[config.mk]
export PLATFORM = sky130hd
export DESIGN_NAME = pcr_cap_regs
export DESIGN_NICKNAME = d
export VERILOG_FILES = /design/src/hw/pcr_pkg.sv /design/src/hw/pcr_cap_regs.sv /design/src/hw/pcr_latency_mirror.sv /design/src/hw/pcr_power_capture.sv
export VERILOG_INCLUDE_DIRS = /design/src /design/src/hw
export SDC_FILE = /design/constraint.sdc
export NUM_CORES = 1
export LEC_CHECK = 0
export BUFFER_PORTS_ARGS = -buffer_cell sky130_fd_sc_hd__buf_2
export CAP_MARGIN = 20
export CELL_PAD_IN_SITES_DETAIL_PLACEMENT = 0
export CELL_PAD_IN_SITES_GLOBAL_PLACEMENT = 1
export CORE_ASPECT_RATIO = 0.8
export CORE_UTILIZATION = 40
export DETAILED_ROUTE_END_ITERATION = 10
export GPL_ROUTABILITY_DRIVEN = 0
export PLACE_DENSITY = 0.88
export SETUP_SLACK_MARGIN = 0.5
export SLEW_MARGIN = 5
export SYNTH_ARGS = -nofsm -noshare
export SYNTH_HDL_FRONTEND = slang
export SYNTH_HIERARCHICAL = 1
export SYNTH_SLANG_ARGS = --single-unit
[constraint.sdc]
create_clock -name clk -period 13.5 [get_ports clk]
set_input_delay 2.7 -clock clk [delete_from_list [all_inputs] [get_ports clk]]
set_output_delay 2.7 -clock clk [all_outputs]
set_load 0.05 [all_outputs]
[src/hw/pcr_defines.svh]
`ifndef PCR_DEFINES_SVH
`define PCR_DEFINES_SVH
// ****************************************
// Register offsets (byte addresses)
// ****************************************
`define PCR_CAP_ID_OFS 8'h70
`define PCR_NEXT_PTR_OFS 8'h71
`define PCR_EXP_CAPS_OFS 8'h72
`define PCR_DEV_CAPS_OFS 8'h74
// ****************************************
// Fixed field values
// ****************************************
`define PCR_CAP_ID_VAL 8'h10
`define PCR_NEXT_PTR_VAL 8'h00
`define PCR_VERSION_VAL 4'h2
`define PCR_PORT_KIND_VAL 4'h7
`define PCR_INT_NUM_VAL 5'h00
`define PCR_SLOT_IMPL_VAL 1'h0
`define PCR_ROLE_ERR_VAL 1'h1
`define PCR_LAMPS_VAL 3'h0
`define PCR_WIDE_TAG_VAL 1'h0
`define PCR_GHOST_FN_VAL 2'h0
`define PCR_MAX_PAYLOAD_VAL 3'h2
// ****************************************
// Reset values
// ****************************************
`define PCR_LAT_RST 3'h6
`define PCR_SCALE_RST 2'h0
`define PCR_VALUE_RST 8'h00
`define PCR_EXP_CAPS_RST 16'h0072
`define PCR_DEV_CAPS_RST 32'h00008D82
// ****************************************
// Field positions
// ****************************************
`define PCR_MSG_SCALE_LSB 8
`define PCR_MSG_VALUE_LSB 0
`define PCR_GCR_DEEP_LSB 13
`define PCR_GCR_LIGHT_LSB 16
`define PCR_DC_SCALE_LSB 26
`define PCR_DC_VALUE_LSB 18
`define PCR_DC_DEEP_LSB 9
`define PCR_DC_LIGHT_LSB 6
`define PCR_DC_ROLE_BIT 15
`endif

[src/hw/pcr_pkg.sv]
package pcr_pkg;
  // Power limit capture state
  typedef struct packed {
    logic [1:0] scale;
    logic [7:0] value;
  } pcr_power_state_type;

  // Latency tolerance mirror state
  typedef struct packed {
    logic [2:0] deep;
    logic [2:0] light;
  } pcr_latency_state_type;

  // Top-level read path state
  typedef struct packed {
    logic rd_valid;
    logic rd_hit;
    logic [31:0] rd_data;
    logic [17:0] limit_mw;
  } pcr_top_state_type;
endpackage

[src/hw/pcr_cap_regs.sv]
`timescale 1ns/1ps
`include "pcr_defines.svh"
// ****************************************
// Express capability register bank
// ****************************************
// Behaviour
// - Capability ID reads fixed 10h
// - Next pointer reads 00h, list ends
// - Capabilities bits 3:0 read version 2h
// - Capabilities bits 7:4 read bridge 0111b
// - Interrupt number and reserved bits read zero
// - Slot implemented bit reads zero
// - Device caps reserved bits read zero
// - Message payload 9:8 sets scale field
// - Message payload 7:0 sets value field
// - Role based error bit reads one
// - Lamp and button present bits read zero
// - Deep idle field follows control bits 15:13
// - Deep idle field resets to 110b
// - Light idle field follows control bits 18:16
// - Light idle field resets to 110b
// - Written tolerances never below physical exit latency; the 110b reset value is not raised to the floors
// - Ghost function and wide tag read zero
// - Largest payload field reads 010b
module pcr_cap_regs #(
  parameter logic [2:0] DEEP_FLOOR = 3'h0,
  parameter logic [2:0] LIGHT_FLOOR = 3'h0
) (
  input wire logic clk,
  input wire logic rst_n,
  input wire logic ce,
  input wire logic cfg_rd,
  input wire logic cfg_wr,
  input wire logic [7:0] cfg_addr,
  input wire logic [31:0] cfg_wdata,
  input wire logic msg_valid,
  input wire logic [9:0] msg_payload,
  input wire logic gcr_wr,
  input wire logic [31:0] gcr_wdata,
  output logic cfg_rd_valid_q,
  output logic cfg_rd_hit_q,
  output logic [31:0] cfg_rd_data_q,
  output logic [17:0] slot_power_limit_mw_q
);
  // ****************************************
  // Internal signals
  // ****************************************
  pcr_pkg::pcr_top_state_type st_q; // Registered state
  pcr_pkg::pcr_top_state_type st_d; // Next state
  logic [1:0] captured_power_scale; // From the capture block
  logic [7:0] captured_power_value; // From the capture block
  logic [2:0] deep_idle_exit_tolerance; // From the mirror block
  logic [2:0] light_idle_exit_tolerance; // From the mirror block
  logic [15:0] exp_caps_word; // Assembled capabilities word
  logic [31:0] dev_caps_word; // Assembled device capabilities word
  logic [31:0] head_dword; // Dword holding ID, pointer, capabilities
  logic [31:0] rd_word; // Decoded read data
  logic rd_hit; // Read lands on a mapped dword

  // ****************************************
  // Hardware update sources
  // ****************************************
  // Message capture of the slot power limit
  pcr_power_capture u_power (
    .clk(clk),
    .rst_n(rst_n),
    .ce(ce),
    .msg_valid(msg_valid),
    .msg_payload(msg_payload),
    .captured_power_scale(captured_power_scale),
    .captured_power_value(captured_power_value)
  );

  // Mirror of the general control latency fields
  pcr_latency_mirror #(
    .DEEP_FLOOR(DEEP_FLOOR),
    .LIGHT_FLOOR(LIGHT_FLOOR)
  ) u_latency (
    .clk(clk),
    .rst_n(rst_n),
    .ce(ce),
    .gcr_wr(gcr_wr),
    .gcr_wdata(gcr_wdata),
    .deep_idle_exit_tolerance(deep_idle_exit_tolerance),
    .light_idle_exit_tolerance(light_idle_exit_tolerance)
  );

  // ****************************************
  // Word assembly
  // ****************************************
  // Capabilities word: all fields hardwired
  always_comb begin
    exp_caps_word = 16'h0000;
    exp_caps_word[3:0] = `PCR_VERSION_VAL;
    exp_caps_word[7:4] = `PCR_PORT_KIND_VAL;
    exp_caps_word[8] = `PCR_SLOT_IMPL_VAL;
    exp_caps_word[13:9] = `PCR_INT_NUM_VAL;
  end

  // Device capabilities word: live fields from the two sub-blocks
  always_comb begin
    dev_caps_word = 32'h00000000;
    dev_caps_word[2:0] = `PCR_MAX_PAYLOAD_VAL;
    dev_caps_word[4:3] = `PCR_GHOST_FN_VAL;
    dev_caps_word[5] = `PCR_WIDE_TAG_VAL;
    dev_caps_word[`PCR_DC_LIGHT_LSB +: 3] = light_idle_exit_tolerance;
    dev_caps_word[`PCR_DC_DEEP_LSB +: 3] = deep_idle_exit_tolerance;
    dev_caps_word[14:12] = `PCR_LAMPS_VAL;
    dev_caps_word[`PCR_DC_ROLE_BIT] = `PCR_ROLE_ERR_VAL;
    dev_caps_word[`PCR_DC_VALUE_LSB +: 8] = captured_power_value;
    dev_caps_word[`PCR_DC_SCALE_LSB +: 2] = captured_power_scale;
    // bits 31:28 and 17:16 stay zero from the default
  end

  assign head_dword = {exp_caps_word, `PCR_NEXT_PTR_VAL, `PCR_CAP_ID_VAL};

  // ****************************************
  // Read decode
  // ****************************************
  // Dword decode; the low two address bits select nothing since the
  // whole dword is returned and byte lanes are picked by the requester
  always_comb begin
    rd_word = 32'h00000000;
    rd_hit = 1'b0;
    if (cfg_addr[7:2] == 6'(`PCR_CAP_ID_OFS >> 2)) begin
      rd_word = head_dword;
      rd_hit = 1'b1;
    end else if (cfg_addr[7:2] == 6'(`PCR_DEV_CAPS_OFS >> 2)) begin
      rd_word = dev_caps_word;
      rd_hit = 1'b1;
    end
  end

  function automatic logic [17:0] limit_in_mw(input logic [1:0] scale, input logic [7:0] value);
    logic [9:0] mult;
    mult = 10'd1;
    unique case (scale)
      2'h0: mult = 10'd1000;
      2'h1: mult = 10'd100;
      2'h2: mult = 10'd10;
      2'h3: mult = 10'd1;
    endcase
    limit_in_mw = 18'(value) * 18'(mult);
  endfunction

  // ****************************************
  // State update
  // ****************************************
  // Next state: read answers one cycle later, writes have no path in
  always_comb begin
    st_d = st_q;
    st_d.rd_valid = cfg_rd;
    if (cfg_rd) begin
      // Unmapped addresses answer zero with hit low
      st_d.rd_data = rd_word;
      st_d.rd_hit = rd_hit;
    end
    st_d.limit_mw = limit_in_mw(captured_power_scale, captured_power_value);
    // cfg_wr and cfg_wdata drive nothing, so writes are dropped
  end

  // State register, frozen while ce is low
  always_ff @(posedge clk or negedge rst_n) begin
    if (!rst_n) begin
      st_q <= '{rd_valid: 1'b0, rd_hit: 1'b0, rd_data: 32'h00000000,
                limit_mw: 18'h00000};
    end else if (ce) begin
      st_q <= st_d;
    end
  end

  assign cfg_rd_valid_q = st_q.rd_valid;
  assign cfg_rd_hit_q = st_q.rd_hit;
  assign cfg_rd_data_q = st_q.rd_data;
  assign slot_power_limit_mw_q = st_q.limit_mw;
endmodule

[src/hw/pcr_latency_mirror.sv]
`timescale 1ns/1ps
`include "pcr_defines.svh"
// Mirrors the exit latency tolerances written to the general control register
module pcr_latency_mirror #(
  parameter logic [2:0] DEEP_FLOOR = 3'h0,
  parameter logic [2:0] LIGHT_FLOOR = 3'h0
) (
  input wire logic clk,
  input wire logic rst_n,
  input wire logic ce,
  input wire logic gcr_wr,
  input wire logic [31:0] gcr_wdata,
  output logic [2:0] deep_idle_exit_tolerance,
  output logic [2:0] light_idle_exit_tolerance
);
  pcr_pkg::pcr_latency_state_type st_q; // Registered state
  pcr_pkg::pcr_latency_state_type st_d; // Next state
  logic [2:0] deep_idle_tolerance_setting; // Written deep idle code
  logic [2:0] light_idle_tolerance_setting; // Written light idle code

  // Raise a code to the physical layer's own floor
  function automatic logic [2:0] floor_code(input logic [2:0] code, input logic [2:0] lim);
    floor_code = (code < lim) ? lim : code;
  endfunction

  assign deep_idle_tolerance_setting = gcr_wdata[`PCR_GCR_DEEP_LSB +: 3];
  assign light_idle_tolerance_setting = gcr_wdata[`PCR_GCR_LIGHT_LSB +: 3];

  // Next state: follow each write, never below the floor
  always_comb begin
    st_d = st_q;
    if (gcr_wr) begin
      st_d.deep = floor_code(deep_idle_tolerance_setting, DEEP_FLOOR);
      st_d.light = floor_code(light_idle_tolerance_setting, LIGHT_FLOOR);
    end
  end

  // State register, frozen while ce is low
  always_ff @(posedge clk or negedge rst_n) begin
    if (!rst_n) begin
      st_q <= '{deep: `PCR_LAT_RST, light: `PCR_LAT_RST};
    end else if (ce) begin
      st_q <= st_d;
    end
  end

  assign deep_idle_exit_tolerance = st_q.deep;
  assign light_idle_exit_tolerance = st_q.light;
endmodule

[src/hw/pcr_power_capture.sv]
`timescale 1ns/1ps
`include "pcr_defines.svh"
// Captures the slot power limit carried by a received message
module pcr_power_capture (
  input wire logic clk,
  input wire logic rst_n,
  input wire logic ce,
  input wire logic msg_valid,
  input wire logic [9:0] msg_payload,
  output logic [1:0] captured_power_scale,
  output logic [7:0] captured_power_value
);
  pcr_pkg::pcr_power_state_type st_q; // Registered state
  pcr_pkg::pcr_power_state_type st_d; // Next state

  // Next state: overwrite both fields on every message
  always_comb begin
    st_d = st_q;
    if (msg_valid) begin
      st_d.scale = msg_payload[`PCR_MSG_SCALE_LSB +: 2];
      st_d.value = msg_payload[`PCR_MSG_VALUE_LSB +: 8];
    end
  end

  // State register, frozen while ce is low
  always_ff @(posedge clk or negedge rst_n) begin
    if (!rst_n) begin
      st_q <= '{scale: `PCR_SCALE_RST, value: `PCR_VALUE_RST};
    end else if (ce) begin
      st_q <= st_d;
    end
  end

  assign captured_power_scale = st_q.scale;
  assign captured_power_value = st_q.value;
endmodule

==> impl_metrics.json <==
{
  "status": "completed",
  "antenna_found_initial": 0,
  "worst_setup_path_start_kind": "flip-flop",
  "synth_most_common_cell": "inv_1",
  "drcViolationCount": 0,
  "overflow": 0,
  "core-area_sq_um": 11600,
  "cts_sinks": 54,
  "reg2reg_slack_ns": 8.04,
  "critical_path.top_delay_family": "adder cells",
  "cts_resized": 0,
  "slew_headroom_pct": 53.8,
  "max-cap-violations": 0,
  "r2r_cells": 16,
  "async_flop_share_pct": 100,
  "drtIter0Drc": 221,
  "synth.area.top_cells": "dfrtp_1, fa_1, ha_1, inv_1, mux2_2",
  "place_hpwl_mm": 7.52,
  "cts-root-buf": "clkbuf_16",
  "worstPathCellList": "inv_1 -> nand2_1 -> inv_1 -> and2_1 -> fa_1 -> fa_1 -> fa_1 -> inv_1 -> fa_1 -> inv_1 -> ha_1 -> a21oi_1 -> o21ai_0 -> a221o_1 -> or3_1 -> a31o_1",
  "whs_ns": 0.475,
  "cts_hold_buf": 0,
  "yosysTopAreaCell": "dfrtp_1",
  "fin_setup_tns_ns": 0,
  "synthesis.area_sq_um": 4790,
  "area_growth_pct": 10.7,
  "initial_core_util_pct": 41.3,
  "min_to": "cfg_rd_hit_q$_DFFE_PN0P_",
  "dp.cells": 683,
  "antenna_cells": 0,
  "synth_area_per_cell_sq_um": 9.76,
  "wl_per_cell_microns": 13.6,
  "rsz0062_at_grt": "false",
  "ys_seq_area_share_pct": 28.3,
  "synth_flop_cell": "dfrtp_1",
  "fmax_mhz": 183,
  "p_per_area_nw_per_um2": 194,
  "reg2reg_from": "u_power/captured_power_scale[1]$_DFFE_PN0P_",
  "netlist.area_leader.share_pct": 26.1,
  "clk_latency_ns": 0.29,
  "nFillCells": 1092,
  "hp-class": "flip-flop to flip-flop",
  "row_count": 35,
  "r2r-end": "slot_power_limit_mw_q[17]$_DFFE_PN0P_",
  "setup_viol": 0,
  "path_buf_inv": 4,
  "final_max_slew_viol_count": 0,
  "crit_fanout": 22,
  "grt_pass1_wl_mm": 15.5,
  "min_from": "cfg_rd_hit_q$_DFFE_PN0P_",
  "final.min_clock_period_ns": 5.46,
  "synth_common_cells": "inv_1, dfrtp_1, ha_1, fa_1, nand2_1",
  "path_class": "flip-flop to flip-flop",
  "first_pass_iters": 5,
  "cp.required_ns": 13.69,
  "clkTransAtPathRegs_ns": 0.07,
  "placed_area_sq_um": 5160,
  "max-vdd-ir-drop_mv": 0.0904,
  "p_total_mw": 1.03,
  "end_kind": "flip-flop",
  "fin_ws_ns": 8.04,
  "finalWirelength_mm": 9.38,
  "netlist_instances": 491,
  "period_share_pct": 40.4,
  "first_global_vias": 3260,
  "whs_path_depth": 2,
  "drive_gt1_share_pct": 19.3,
  "instances_no_fill": 691,
  "cts_buffers": 5,
  "fin_nets": 719,
  "cts_buffer_depth": 2,
  "cts_setup_buffers": 0,
  "report.final.hold_viol_count": 0,
  "synth_cell_types": 49,
  "final_area_sq_um": 5310,
  "yosysWarnings": 6,
  "p_leak_nw": 2.88,
  "worst_pin_slew_ns": 0.693,
  "synth_seq_cells": 54,
  "slowest_delay_ns": 0.73,
  "die-area_sq_um": 12400,
  "ios": 141,
  "cts_tree": "done",
  "worstPathArrival_ns": 5.64,
  "die_w_microns": 124,
  "place_ws_ns": 8.13,
  "detail-route-antenna-nets": 0,
  "synth_edf_count": 0,
  "final_util_pct": 45.7,
  "chipHeight_microns": 99.9,
  "fin_skew_ns": 0.00332,
  "drt-vias-per-instance": 5.14,
  "crit_path_top_delay_cell": "dfrtp_1",
  "grt_max_degree": 55,
  "htreeDepth": 2,
  "grt_usage_pct": 15.3,
  "num_vias": 3549,
  "io_buffers": 67
}
kinds of logic after synthesis:
group / synth area share, %
AOI/OAI and AO/OA: 11.5
xor gates and xnor gates: 0.914
adders and majority gates: 29.3
buffers and inverters: 11.4
DFF: 28.3
muxes: 5.64
other: 0.0783
and+or+nand+nor: 12.9
cell type report:
cell class / instances / area [sq um] / share of cell area, %
clock inverter: 2 / 15.0 / 0.283
tap: 148 / 185 / 3.49
timing repair buffer: 68 / 343 / 6.46
clock buffer: 6 / 129 / 2.43
multi-input combinational: 321 / 2930 / 55.3
sequential: 54 / 1360 / 25.6
inverter: 92 / 345 / 6.51
worst reg2reg max path, cell delays in order, from the launching register on:
cell and delay [ns]:
dfrtp_1 0.73, inv_1 0.37, nand2_1 0.19, inv_1 0.07
and2_1 0.17, fa_1 0.43, fa_1 0.43, fa_1 0.51
inv_1 0.05, fa_1 0.52, inv_1 0.04, ha_1 0.39
a21oi_1 0.26, o21ai_0 0.23, a221o_1 0.36, or3_1 0.37
a31o_1 0.22
routing by layer:
layer / up-vias / GRT usage [%] / part of all wire, %
li1: 1686 / - / -
met1: 1754 / 22.1 / 46
met2: 100 / 24.3 / 48
met3: 9 / 1.65 / 4.6
met4: 0 / 4.45 / 0.99
met5: - / 0 / 0
cell usage in the layout (no fill, tap or decap), types with 6 or more instances in the layout:
master   instances
inv_1           92
buf_2           67
dfrtp_1         50
ha_1            48
fa_1            40
nand2_1         39
nor2b_1         19
mux2_2          16
o21ai_0         15
and2_1          13
a22o_1          13
conb_1          12
nor2_1          11
a21oi_1         10
a21o_1           8
nand3_1          6
mux2_4           6
worst max-delay path by stage:
| stage | startpoint | to | cells after the start |
|---|---|---|---|
| 6_report | u_power/captured_power_scale[1]$_DFFE_PN0P_ | slot_power_limit_mw_q[17]$_DFFE_PN0P_ | 16 |
| 2_1_floorplan | u_power/captured_power_scale[1]$_DFFE_PN0P_ | slot_power_limit_mw_q[17]$_DFFE_PN0P_ | 17 |
| 5_1_grt | u_power/captured_power_scale[1]$_DFFE_PN0P_ | slot_power_limit_mw_q[17]$_DFFE_PN0P_ | 15 |
| 3_3_place_gp | u_power/captured_power_scale[1]$_DFFE_PN0P_ | slot_power_limit_mw_q[17]$_DFFE_PN0P_ | 16 |
| 4_1_cts | u_power/captured_power_scale[1]$_DFFE_PN0P_ | slot_power_limit_mw_q[17]$_DFFE_PN0P_ | 16 |
| 3_5_place_dp | u_power/captured_power_scale[1]$_DFFE_PN0P_ | slot_power_limit_mw_q[17]$_DFFE_PN0P_ | 16 |
report_power, final:
part / total, mW / internal, mW / switching [mW]
Clock: 0.130 / 0.0690 / 0.0609
Sequential: 0.220 / 0.196 / 0.0235
Combinational: 0.682 / 0.249 / 0.433
state kept, by name (all words and copies together), names as in the netlist:
name	count
cfg_rd_valid_q	1
u_latency/deep_idle_exit_tolerance	3
slot_power_limit_mw_q	18
u_power/captured_power_scale	2
u_power/captured_power_value	8
cfg_rd_hit_q	1
cfg_rd_data_q	18
u_latency/light_idle_exit_tolerance	3
(Power assumes the default switching activity.)
